[config.mk]
export PLATFORM = sky130hd
export DESIGN_NAME = sofd_ctrl
export DESIGN_NICKNAME = d
export VERILOG_FILES = /design/src/sofd_pkg.sv /design/src/sofd_ctrl.sv /design/src/sofd_sync.sv
export SDC_FILE = /design/constraint.sdc
export NUM_CORES = 1
export LEC_CHECK = 0
export CAP_MARGIN = 20
export CORE_ASPECT_RATIO = 1.4
export CORE_MARGIN = 3
export CORE_UTILIZATION = 45
export CTS_BUF_LIST = sky130_fd_sc_hd__clkbuf_8
export CTS_CLUSTER_SIZE = 24
export DETAILED_ROUTE_END_ITERATION = 10
export DONT_BUFFER_PORTS = 1
export PLACE_DENSITY = 0.71
export RECOVER_POWER = 100
export SKIP_CTS_REPAIR_TIMING = 1
export SLEW_MARGIN = 15
export SYNTH_ARGS = -nofsm -noshare
export SYNTH_HDL_FRONTEND = slang
export SYNTH_SLANG_ARGS = --single-unit
[constraint.sdc]
create_clock -name CLK_IN -period 9 [get_ports CLK_IN]
set_clock_uncertainty 0.2 [all_clocks]
set_input_delay 1.8 -clock CLK_IN [delete_from_list [all_inputs] [get_ports CLK_IN]]
set_output_delay 1.8 -clock CLK_IN [all_outputs]
set_load 0.02 [all_outputs]
[src/sofd_pkg.sv]
// package: constants and carrier types for the slow oscillator fail control
package sofd_pkg;

  // start-up length selections, in internal oscillator cycles
  localparam logic [2:0] SOFD_SU_2K = 3'h0;
  localparam logic [2:0] SOFD_SU_4K = 3'h1;
  localparam logic [2:0] SOFD_SU_16K = 3'h2;
  localparam logic [2:0] SOFD_SU_32K = 3'h3;
  localparam logic [2:0] SOFD_SU_64K = 3'h4;
  localparam logic [2:0] SOFD_SU_128K = 3'h5;
  localparam logic [2:0] SOFD_SU_256K = 3'h6;
  localparam logic [18:0] SOFD_CYC_2K = 19'h00800;
  localparam logic [18:0] SOFD_CYC_4K = 19'h01000;
  localparam logic [18:0] SOFD_CYC_16K = 19'h04000;
  localparam logic [18:0] SOFD_CYC_32K = 19'h08000;
  localparam logic [18:0] SOFD_CYC_64K = 19'h10000;
  localparam logic [18:0] SOFD_CYC_128K = 19'h20000;
  localparam logic [18:0] SOFD_CYC_256K = 19'h40000;
  // external cycles that follow the internal count
  localparam logic [1:0] SOFD_EXT_TAIL = 2'h3;

  // monitor window length in safe clock periods (count 0..3)
  localparam logic [1:0] SOFD_WIN_LAST = 2'h3;
  // 32k to 1k divider: toggle every 16 rising edges
  localparam logic [3:0] SOFD_DIV1K_LAST = 4'hF;

  // source select encodings for the rtc clock
  localparam logic [2:0] SOFD_RTC_ULP1K = 3'h0;
  localparam logic [2:0] SOFD_RTC_ULP32K = 3'h1;
  localparam logic [2:0] SOFD_RTC_EXT1K = 3'h4;
  localparam logic [2:0] SOFD_RTC_EXT32K = 3'h5;

  // interrupt flag positions
  localparam int SOFD_IRQ_RDY = 0;
  localparam int SOFD_IRQ_FAIL = 1;

  localparam logic [5:0] SOFD_TRIM_RST = 6'h00;

  // software configuration and strobes
  typedef struct packed {
    logic fail_detect_enable;
    logic fail_event_out_enable;
    logic safe_clk_prescale;
    logic switch_back_request_wr;
    logic [2:0] cycles_sel_a;
    logic [2:0] rtc_source_control;
    logic [1:0] irq_enable_set_wr;
    logic [1:0] irq_enable_clear_wr;
    logic [1:0] irq_flag_clear_wr;
    logic ulp_trim_wr;
    logic [5:0] ulp_trim_wdata;
    logic config_write_lock_wr;
  } sofd_cfg_t;

  // oscillator run conditions
  typedef struct packed {
    logic ext_osc_enable;
    logic on_demand;
    logic run_standby;
    logic standby;
    logic periph_request;
  } sofd_run_t;

  // status readback
  typedef struct packed {
    logic safe_clk_switched;
    logic ext_clk_fail;
    logic ext_osc_ready;
  } sofd_status_t;

  // clock outputs
  typedef struct packed {
    logic ext_32k;
    logic ext_1k;
    logic ulp_32k;
    logic ulp_1k;
    logic wdt_clk;
    logic rtc_clk;
  } sofd_clks_t;

endpackage

[src/sofd_ctrl.sv]
// slow oscillator fail detection, safe clock switch and trim control
module sofd_ctrl #(
  parameter int CYCLES_SEL_A_SHIFT = 0 // shortens start-up counts in simulation
) (
  input wire logic CLK_IN, // 25 MHz system clock
  input wire logic RST_IN, // block reset, sync, active high
  input wire logic POR_IN, // power-on reset, sync, active high
  input wire logic EXT_CLK_IN, // external 32k clock pin level
  input wire logic ULP_CLK_IN, // internal oscillator clock level
  input wire logic [5:0] FLASH_TRIM_IN, // factory trim from flash
  input wire logic WDT_REQ_IN, // watchdog clock request
  input sofd_pkg::sofd_run_t RUN_IN, // oscillator run conditions
  input sofd_pkg::sofd_cfg_t CFG_IN, // configuration and strobes
  output sofd_pkg::sofd_status_t STATUS_OUT, // status bits
  output sofd_pkg::sofd_clks_t CLKS_OUT, // clock outputs
  output logic SWITCH_BACK_REQUEST_OUT, // pending switch back
  output logic [1:0] IRQ_FLAG_OUT, // sticky interrupt flags
  output logic [1:0] IRQ_ENABLE_OUT, // interrupt enables
  output logic IRQ_OUT, // shared interrupt line
  output logic FAIL_EVENT_OUT, // one-cycle failure event
  output logic [5:0] ULP_TRIM_OUT, // internal oscillator trim
  output logic CONFIG_WRITE_LOCK_OUT, // internal oscillator lock
  output logic ULP_OSC_ENABLE_OUT // internal oscillator enable
);
  import sofd_pkg::*;

  // start-up length lookup, shortened only by the parameter
  function automatic logic [18:0] cycles_sel_a_len(input logic [2:0] sel);
    logic [18:0] n;
    n = SOFD_CYC_2K;
    unique case (sel)
      SOFD_SU_2K: n = SOFD_CYC_2K;
      SOFD_SU_4K: n = SOFD_CYC_4K;
      SOFD_SU_16K: n = SOFD_CYC_16K;
      SOFD_SU_32K: n = SOFD_CYC_32K;
      SOFD_SU_64K: n = SOFD_CYC_64K;
      SOFD_SU_128K: n = SOFD_CYC_128K;
      SOFD_SU_256K: n = SOFD_CYC_256K;
      default: n = SOFD_CYC_256K;
    endcase
    return n >> CYCLES_SEL_A_SHIFT;
  endfunction

  typedef enum logic [2:0] {
    SU_OFF = 3'h1,
    SU_ULP = 3'h2,
    SU_EXT = 3'h4
  } sofd_su_t;

  logic ext_s, ulp_s;
  logic ext_d1_q, ulp_d1_q;
  logic ext_rise, ext_fall, ulp_rise;
  logic osc_run;
  sofd_su_t su_q;
  logic [18:0] su_cnt_q;
  logic [1:0] tail_cnt_q;
  logic ready_q, ready_d1_q;
  logic safe32_q, safe_d1_q, safe_tick;
  logic [1:0] win_q;
  logic rise_seen_q, fall_seen_q;
  logic detect_on;
  logic fail_q, fail_d1_q, fail_rise;
  logic switched_q, switch_back_request_q;
  logic [3:0] ulp_div_q, safe_div_q, ext_div_q;
  logic ulp1k_q, safe1k_q, ext1k_q;
  logic [1:0] flag_q, en_q, flag_set;
  logic irq_q, event_q;
  logic [5:0] trim_q;
  logic lock_q;
  sofd_clks_t clks_q;

  // both slow clocks come from outside this domain
  sofd_sync #(.W(2)) u_sync (
    .clk_in(CLK_IN),
    .d_in({EXT_CLK_IN, ULP_CLK_IN}),
    .q_out({ext_s, ulp_s})
  );

  // edge detection on synchronised levels only
  always_ff @(posedge CLK_IN) begin
    ext_d1_q <= ext_s;
    ulp_d1_q <= ulp_s;
  end
  assign ext_rise = ext_s & ~ext_d1_q;
  assign ext_fall = ~ext_s & ext_d1_q;
  assign ulp_rise = ulp_s & ~ulp_d1_q;

  // oscillator runs per enable, on-demand and standby
  assign osc_run = RUN_IN.ext_osc_enable &
    ((~RUN_IN.on_demand & (~RUN_IN.standby | RUN_IN.run_standby)) |
     RUN_IN.periph_request);

  // start-up: internal cycles then three external cycles
  // a stop of the oscillator restarts the whole sequence
  always_ff @(posedge CLK_IN) begin
    if (POR_IN || !osc_run) begin
      su_q <= SU_OFF;
      su_cnt_q <= '0;
      tail_cnt_q <= '0;
      ready_q <= 1'b0;
    end else begin
      unique case (su_q)
        SU_OFF: begin
          su_q <= SU_ULP;
          su_cnt_q <= '0;
        end
        SU_ULP: if (ulp_rise) begin
          if (su_cnt_q + 19'h00001 >= cycles_sel_a_len(CFG_IN.cycles_sel_a)) begin
            su_q <= SU_EXT;
            tail_cnt_q <= '0;
          end
          su_cnt_q <= su_cnt_q + 19'h00001;
        end
        SU_EXT: if (ext_rise && !ready_q) begin
          tail_cnt_q <= tail_cnt_q + 2'h1;
          if (tail_cnt_q + 2'h1 == SOFD_EXT_TAIL) begin
            ready_q <= 1'b1;
          end
        end
      endcase
    end
  end

  // safe clock: internal clock, optionally halved
  always_ff @(posedge CLK_IN) begin
    if (POR_IN) begin
      safe32_q <= 1'b0;
      safe_d1_q <= 1'b0;
    end else begin
      safe_d1_q <= safe32_q;
      if (!CFG_IN.safe_clk_prescale) begin
        safe32_q <= ulp_s;
      end else if (ulp_rise) begin
        safe32_q <= ~safe32_q;
      end
    end
  end
  assign safe_tick = safe32_q & ~safe_d1_q;

  // detector active only after start-up and while running
  assign detect_on = CFG_IN.fail_detect_enable & ready_q & osc_run;

  // monitor window of four safe periods
  always_ff @(posedge CLK_IN) begin
    if (POR_IN || !detect_on) begin
      win_q <= '0;
      rise_seen_q <= 1'b0;
      fall_seen_q <= 1'b0;
      fail_q <= 1'b0;
    end else if (safe_tick && win_q == SOFD_WIN_LAST) begin
      // status tracks the latest window, so it clears on recovery
      fail_q <= ~((rise_seen_q | ext_rise) & (fall_seen_q | ext_fall));
      win_q <= '0;
      rise_seen_q <= 1'b0;
      fall_seen_q <= 1'b0;
    end else begin
      if (safe_tick) begin
        win_q <= win_q + 2'h1;
      end
      rise_seen_q <= rise_seen_q | ext_rise;
      fall_seen_q <= fall_seen_q | ext_fall;
    end
  end

  always_ff @(posedge CLK_IN) begin
    if (POR_IN) begin
      fail_d1_q <= 1'b0;
      ready_d1_q <= 1'b0;
    end else begin
      fail_d1_q <= fail_q;
      ready_d1_q <= ready_q;
    end
  end
  assign fail_rise = fail_q & ~fail_d1_q;

  // switch to safe clock on failure; oscillator enable untouched
  // switch back completes the cycle after a pending request meets a clear failure status
  always_ff @(posedge CLK_IN) begin
    if (POR_IN) begin
      switched_q <= 1'b0;
      switch_back_request_q <= 1'b0;
    end else if (fail_rise) begin
      switched_q <= 1'b1;
      switch_back_request_q <= switch_back_request_q | CFG_IN.switch_back_request_wr;
    end else if (switch_back_request_q && !fail_q) begin
      switched_q <= 1'b0;
      switch_back_request_q <= 1'b0;
    end else begin
      switch_back_request_q <= switch_back_request_q | CFG_IN.switch_back_request_wr;
    end
  end

  // failure event, held back once already on the safe clock
  always_ff @(posedge CLK_IN) begin
    if (RST_IN || POR_IN) begin
      event_q <= 1'b0;
    end else begin
      event_q <= fail_rise & CFG_IN.fail_event_out_enable &
        ~switched_q;
    end
  end

  // 1k dividers: toggle every sixteen 32k rising edges
  always_ff @(posedge CLK_IN) begin
    if (POR_IN) begin
      ulp_div_q <= '0;
      safe_div_q <= '0;
      ext_div_q <= '0;
      ulp1k_q <= 1'b0;
      safe1k_q <= 1'b0;
      ext1k_q <= 1'b0;
    end else begin
      if (ulp_rise) begin
        ulp_div_q <= ulp_div_q + 4'h1;
        if (ulp_div_q == SOFD_DIV1K_LAST) ulp1k_q <= ~ulp1k_q;
      end
      if (safe_tick) begin
        safe_div_q <= safe_div_q + 4'h1;
        if (safe_div_q == SOFD_DIV1K_LAST) safe1k_q <= ~safe1k_q;
      end
      if (ext_rise && ready_q) begin
        ext_div_q <= ext_div_q + 4'h1;
        if (ext_div_q == SOFD_DIV1K_LAST) ext1k_q <= ~ext1k_q;
      end
    end
  end

  // clock outputs; external masked until ready
  always_ff @(posedge CLK_IN) begin
    if (POR_IN) begin
      clks_q <= '0;
    end else begin
      clks_q.ulp_32k <= ulp_s;
      clks_q.ulp_1k <= ulp1k_q;
      clks_q.wdt_clk <= ulp1k_q & WDT_REQ_IN;
      if (switched_q) begin
        clks_q.ext_32k <= safe32_q;
        clks_q.ext_1k <= safe1k_q;
      end else begin
        clks_q.ext_32k <= ext_s & ready_q;
        clks_q.ext_1k <= ext1k_q & ready_q;
      end
      // source chosen by software beforehand
      case (CFG_IN.rtc_source_control)
        SOFD_RTC_ULP1K: clks_q.rtc_clk <= ulp1k_q;
        SOFD_RTC_ULP32K: clks_q.rtc_clk <= ulp_s;
        SOFD_RTC_EXT1K:
          clks_q.rtc_clk <= switched_q ? safe1k_q : (ext1k_q & ready_q);
        SOFD_RTC_EXT32K:
          clks_q.rtc_clk <= switched_q ? safe32_q : (ext_s & ready_q);
        default: clks_q.rtc_clk <= 1'b0; // reserved codes give no clock
      endcase
    end
  end

  // flags set on rising status; a set beats a same-cycle clear
  assign flag_set = {fail_rise, ready_q & ~ready_d1_q};
  always_ff @(posedge CLK_IN) begin
    if (RST_IN || POR_IN) begin
      flag_q <= '0;
    end else begin
      flag_q <= (flag_q & ~CFG_IN.irq_flag_clear_wr) | flag_set;
    end
  end

  // enables: set strobe wins over clear strobe
  always_ff @(posedge CLK_IN) begin
    if (RST_IN || POR_IN) begin
      en_q <= '0;
    end else begin
      en_q <= (en_q & ~CFG_IN.irq_enable_clear_wr) |
        CFG_IN.irq_enable_set_wr;
    end
  end

  // one shared line while any enabled flag stands
  always_ff @(posedge CLK_IN) begin
    if (RST_IN || POR_IN) begin
      irq_q <= 1'b0;
    end else begin
      irq_q <= |(flag_q & en_q);
    end
  end

  // trim loads from flash at power-on; writes blocked once locked
  always_ff @(posedge CLK_IN) begin
    if (POR_IN) begin
      trim_q <= FLASH_TRIM_IN;
      lock_q <= 1'b0;
    end else begin
      if (CFG_IN.ulp_trim_wr && !lock_q) begin
        trim_q <= CFG_IN.ulp_trim_wdata;
      end
      if (CFG_IN.config_write_lock_wr) begin
        lock_q <= 1'b1;
      end
    end
  end

  // internal oscillator held off only during power-on
  logic ulp_en_q;
  always_ff @(posedge CLK_IN) begin
    ulp_en_q <= ~POR_IN;
  end

  // outputs straight from flip-flops
  assign STATUS_OUT = '{safe_clk_switched: switched_q,
                        ext_clk_fail: fail_q,
                        ext_osc_ready: ready_q};
  assign CLKS_OUT = clks_q;
  assign SWITCH_BACK_REQUEST_OUT = switch_back_request_q;
  assign IRQ_FLAG_OUT = flag_q;
  assign IRQ_ENABLE_OUT = en_q;
  assign IRQ_OUT = irq_q;
  assign FAIL_EVENT_OUT = event_q;
  assign ULP_TRIM_OUT = trim_q;
  assign CONFIG_WRITE_LOCK_OUT = lock_q;
  assign ULP_OSC_ENABLE_OUT = ulp_en_q;

endmodule

[src/sofd_sync.sv]
// two flip-flop synchroniser for a vector of pin levels
module sofd_sync #(
  parameter int W = 2
) (
  input wire logic clk_in, // system clock
  input wire logic [W-1:0] d_in, // asynchronous levels
  output logic [W-1:0] q_out // synchronised levels
);
  logic [W-1:0] meta_q;
  logic [W-1:0] sync_q;

  // one chain per bit; the first stage feeds only the second
  for (genvar i = 0; i < W; i++) begin : g_bit
    always_ff @(posedge clk_in) begin
      meta_q[i] <= d_in[i];
      sync_q[i] <= meta_q[i];
    end
  end

  assign q_out = sync_q;
endmodule

-- Yosys cells after proc, flatten, opt, wreduce, memory -nomap -nowiden
Cells that the tools add are included.
- register bits: 77
- bits in latches: 0
- memory bits (writable): 0
- memory bits (read-only): 0
- input bits: 41
- output and inout bits: 24
- logic and storage cells: 162
- memories: 0
- add/sub/neg operators: 6
- multipliers: 0
- divide/modulo/power cells: 0
- magnitude comparators: 1
- eq/ne operators: 20
- shift-type cells: 0
- mux-type cells: 25
- bitwise logic cells: 43
- reduce and logical (&&, ||, !) cells: 28
- operators by type and width (operator ; number):
    case mux 19 bit (6 select lines) ; 1
    two-way mux 19 bit ; 4
    case mux 19 bit (2 select lines) ; 1
    adder 19 x 1 -> 19 bit, second input constant ; 1
    >= comparator 19 bit ; 1
    AND 1 bit ; 16
    == test 3 bit, second input constant ; 5
    inverter 1 bit ; 15
    adder 4 x 1 -> 4 bit, second input constant ; 3
    == test 4 bit, second input constant ; 3
    two-way mux 6 bit ; 2
    == test 3 x 1 -> 1 bit, second input constant ; 3
    == test 3 x 2 -> 1 bit, second input constant ; 3
    two-way mux 1 bit ; 8
    two-way mux 2 bit ; 4
    AND reduction 2 bit ; 4
    nonzero test 2 bit ; 4
    AND 2 bit ; 3
    logical NOT 3 bit ; 2
    two-way mux 3 bit ; 2
    != test 2 bit, second input constant ; 3
    case mux 3 bit (2 select lines) ; 1
    AND reduction 3 bit ; 2
    logical AND 1 bit ; 5
    12 further kinds ; 27

-- Depth between registers and ports, before layout
- depth after elaboration: 12
- mapped depth: 14
- gate-level depth less buffers: 14

-- Hierarchy
A second synthesis with hierarchy kept.
- cell total of the unflattened synthesis: 407
- area, all modules: 3682.3 sq um
- modules (own cells, without submodules) (module ; instances ; cells an instance ; area each (sq um) ; seq. area each (sq um)):
    sofd_ctrl ; 1 ; 403 ; 3602.2 ; 1521.5
    sofd_sync ; 1 ; 4 ; 80.1 ; 80.1

-- Worst setup path before layout
Ideal clock, no wire load.
- kind: input port to flip-flop
- start: in CFG_IN[18] (netlist bit)
- end: reg tail_cnt_q[0]
- library setup time: 0.114 ns
- data arrival time: 3.473 ns
- data required time: 8.686 ns
- path slack: 5.213 ns
- cell stages on the path: 9
- path buffers: 0
- cell sequence: or3b_2 -> ha_1 -> nand3_1 -> nor2_1 -> o2111a_1 -> o2111ai_1 -> a31oi_1 -> nor4_1 -> a21o_1
- word-level cells in the longest chain between the ends: 8
- elaborated cells between the ends (all ways): 13
- those cells by class: order compare: 1; eq/ne: 6; mux: 4; reduce/logical: 2
- ends and longest elaborated chain (item ; RTL line ; text):
    start, declared ; sofd_ctrl.sv:13 ; input sofd_pkg::sofd_cfg_t CFG_IN,
    == test 3 bit (tied with other cells) ; sofd_ctrl.sv:31 ; unique case (sel)
    case mux 19 bit (6 select lines) (*) ; sofd_ctrl.sv:31 ;
    two-way mux 19 bit (*) ; sofd_ctrl.sv:107 ; SU_ULP: if (ulp_rise) begin
    two-way mux 19 bit (*) ; sofd_ctrl.sv:102 ; unique case (su_q)
    two-way mux 19 bit (*) ; sofd_ctrl.sv:96 ; if (POR_IN || !osc_run) begin
    >= comparator 19 bit (*) ; sofd_ctrl.sv:108 ; if (su_cnt_q + 19'h00001 >= cycles_sel_a_len(CFG_IN.cycles_sel_a)) begin
    != test 2 bit (no line) (*) ; - ;
    AND reduction 4 bit (no line) (*) ; - ;
    end signal, assigned ; sofd_ctrl.sv:115 ; tail_cnt_q <= tail_cnt_q + 2'h1;
    end, declared ; sofd_ctrl.sv:56 ; logic [1:0] tail_cnt_q;
Mark *: on every way between the ends. The rest lies on a longest branch, timed or not. The select of a mux whose other input is x is not followed.
A chain may end at the register's enable or synchronous reset.

-- Final worst setup path
- start: reg su_cnt_q[0]
- end: reg tail_cnt_q[0]
- word-level cells in the longest chain between the ends: 4
- ends and longest elaborated chain (item ; RTL line ; text):
    start, declared ; sofd_ctrl.sv:55 ; logic [18:0] su_cnt_q;
    start signal, assigned ; sofd_ctrl.sv:112 ; su_cnt_q <= su_cnt_q + 19'h00001;
    adder 19 x 1 -> 19 bit ; sofd_ctrl.sv:108 ;
    >= comparator 19 bit ; sofd_ctrl.sv:108 ;
    != test 2 bit (no line) ; - ;
    AND reduction 4 bit (no line) ; - ;
Every way passes these cells.

==> results.py <==
metrics = {
    "setup_path": {
        "cp.required_ps": 9050,
        "cp_data_arrival_time_ps": 3660,
        "crit_fanout": 7,
        "critical_path.startpoint_type": "flip-flop",
        "path_class": "reg2reg",
        "endpoint_kind": "flip-flop",
    },
    "logic_synthesis": {
        "synth_area_leaders": "dfxtp_1 39%, nor2_1 6.9%, edfxtp_1 4.9%",
        "synth-compound-area-share_pct": 13.12,
        "synth_commonest_cells": "71 x dfxtp_1, 67 x nor2_1, 30 x a21oi_1, 30 x nand2_1",
        "avgSynthCellArea_um2": 8.884,
        "synthesis.area_um2": 3642,
        "synth.distinct_cells": 59,
        "synth-async-reset-ratio_pct": 0,
        "yosysTopAreaCell": "dfxtp_1",
        "muxShareOfSynthArea_pct": 4.157,
        "synth_xor_area_share_pct": 5.290,
        "synth_ff_type": "dfxtp_1",
        "yosys.area_share.simple_pct": 23.98,
        "postSynthCellCount": 410,
        "synth_top_family_by_area": "simple AND/OR/NAND/NOR gates",
        "syn-num-nets": 464,
        "yosys_register_bits": 77,
        "yosysTopAreaCellShare_pct": 39.02,
        "yosys_warnings": 0,
        "yosysSeqAreaShare_pct": 43.97,
        "synth_edf_count": 6,
        "yosysMostFrequentCell": "dfxtp_1",
        "yosys.area_share.adder_pct": 4.466,
    },
    "sta": {
        "layout_min_cycle_time_ps": 3605,
        "rsz0062_at_grt": "no",
        "timing_hold_violations_final": 0,
        "drv_slew": 0,
        "setup_tns_ps": 0,
        "tightest_slew_ps": 938.7,
        "setup_viol": 0,
        "max_slew_margin_pct": 36.76,
        "fmax_ghz": 0.2774,
        "finalCritPeriodShare_pct": 40.06,
        "timing.hold.ws_ps": 131.4,
        "timing.final.ws_setup_ps": 5395,
    },
    "clock_tree": {
        "cts_tree": "done",
        "cts_max_level": 3,
        "clockBufferDepth": 2,
        "insertion_delay_ps": 350,
        "cts_root_buffer": "clkbuf_8",
        "path_clk_slew_ps": 80,
        "cts_num_sinks": 77,
        "cts_made_buffers": 9,
    },
    "routing": {
        "routedWlPerCell_um": 14.78,
        "vias_per_cell": 5.517,
        "ant_nets": 0,
        "drtIter0Drc": 133,
        "wl_mm": 7.494,
        "drt_pass1_iterations": 4,
        "num_vias": 2797,
        "route.detailed.drc": 0,
    },
    "placed_design": {
        "dpl_cell_area_um2": 3659,
        "dp_slack_ps": 5059,
        "hpwl_mm": 5.530,
        "globalplace.congestion": 0.8254,
        "io_buffers": 0,
        "dpl.cell_count": 490,
    },
    "run": {
        "drv_cap": 0,
    },
    "min_path": {
        "hold_path.class": "reg2reg",
    },
    "pwr": {
        "leakage_uw": 0.001408,
        "ir_worst_vdd_mv": 0.1642,
        "p_per_area_nw_per_um2": 169.2,
    },
    "global_route": {
        "grt_pass1_wl_mm": 11.96,
        "grt_busiest_layer": "met2",
        "grt_use_met3_pct": 4.655,
        "grt_use_met2_pct": 28.76,
        "use_met1_pct": 18.75,
        "grt_usage_pct": 16.84,
        "antenna_found_initial": 0,
        "grt-ovfl-total": 0,
        "first_global_vias": 2667,
        "grt_max_degree": 37,
    },
    "run_status": {
        "status": "finished, final reports clean",
    },
    "final_layout": {
        "n_antenna_cell": 0,
        "nNetsFinal": 456,
        "drive_above_1_share_pct": 8.845,
        "fin_area_um2": 3855,
        "stdcell_count": 507,
        "area_growth_pct": 5.840,
    },
    "floorplan": {
        "die-area_um2": 9225,
        "core_um2": 7797,
        "rows": 38,
        "io_pins": 65,
        "die_w_um": 82.04,
        "die_h_um": 112.5,
        "start_util_pct": 46.71,
    },
}
[final cells by class]
cell class	instances	area (µm²)
fill	758	3943
multi-input combinational	297	1851
sequential	77	1602
clock buffer	10	137.6
tap	100	125.1
inverter	16	73.82
clock inverter	6	62.56
timing repair buffer	1	3.754
[metal layers]
metal	vias to the layer above	wire, µm	part of all wire (%)
met5	-	0	0
met3	17	282	3.8
met4	0	219	2.9
met2	57	3847	51
li1	1424	-	-
met1	1299	3144	42
[stage by stage]
step / total power, µW / util (%)
3_3_place_gp: 398.7 / 46.92
4_1_cts: 659.5 / 49.49
3_5_place_dp: 399.9 / 46.92
5_1_grt: 677.9 / 49.44
6_report: 652.4 / 49.44
2_1_floorplan: 394.3 / -
[critical path: stages (launching register included)]
cell and delay (ps):
dfxtp_1 470, ha_1 300, nand3_1 150, nor2_1 160
nand3_1 290, nor2_1 240, xor2_1 200, ha_1 270
a21oi_1 140, o21ai_0 160, or3b_1 390, a21oi_1 250
nor3_1 80, a21o_1 220
[where the power goes]
part	switching (µW)	total (µW)	internal (µW)
Sequential	10.4	364	353
Clock	126	261	134
Combinational	16.6	27.9	11.3
Total	153	652	499
[kinds of logic (layout without fill, tap and decap cells)]
group                    Yosys count  count (layout)
adder cells (fa/ha/maj)           13              13
XOR/XNOR                          22              22
AO/OA/AOI/OAI                     77              77
buffers and inverters             36              33
AND/OR/NAND/NOR                  172             172
flip-flops                        77              77
multiplexers                      13              13
[flip-flops by register name, summed over array words and instances, names as in the netlist, 3 cells and up]
signal / flops
ext_div_q: 4
CLKS_OUT: 6
su_cnt_q: 19
safe_div_q: 4
su_q: 3
ulp_div_q: 4
ULP_TRIM_OUT: 6
[layout by cell type (no fill, tap or decap), types with 2 or more instances in the layout]
master       n
a211oi_1     3
a21o_1       3
a21oi_1     31
a22oi_1      4
a311oi_1     2
a31o_1       2
a31oi_1      3
and3_1       5
clkbuf_8    10
clkinv_2     2
clkinvlp_4   3
dfxtp_1     71
edfxtp_1     6
ha_1        13
inv_1       15
mux2_2       7
mux2i_1      5
nand2_1     30
nand2b_1     4
nand3_1     13
nand3b_1     3
nand4_1     11
nor2_1      67
nor2b_1      6
nor3_1      10
nor4_1       7
o21a_1       2
o21ai_0     16
o21ai_1      2
or3_1        2
or3b_1       2
xnor2_1     11
xor2_1      11
[final timing paths]
kind,start,endpoint,slack (ps),cells after the start
min,u_sync.meta_q[1],u_sync.q_out[1],130,0
max reg2reg,su_cnt_q[0],tail_cnt_q[0],5390,13
max,su_cnt_q[0],tail_cnt_q[0],5390,13
min reg2reg,u_sync.meta_q[1],u_sync.q_out[1],130,0
Note: power is estimated with default switching activity, not from simulation.
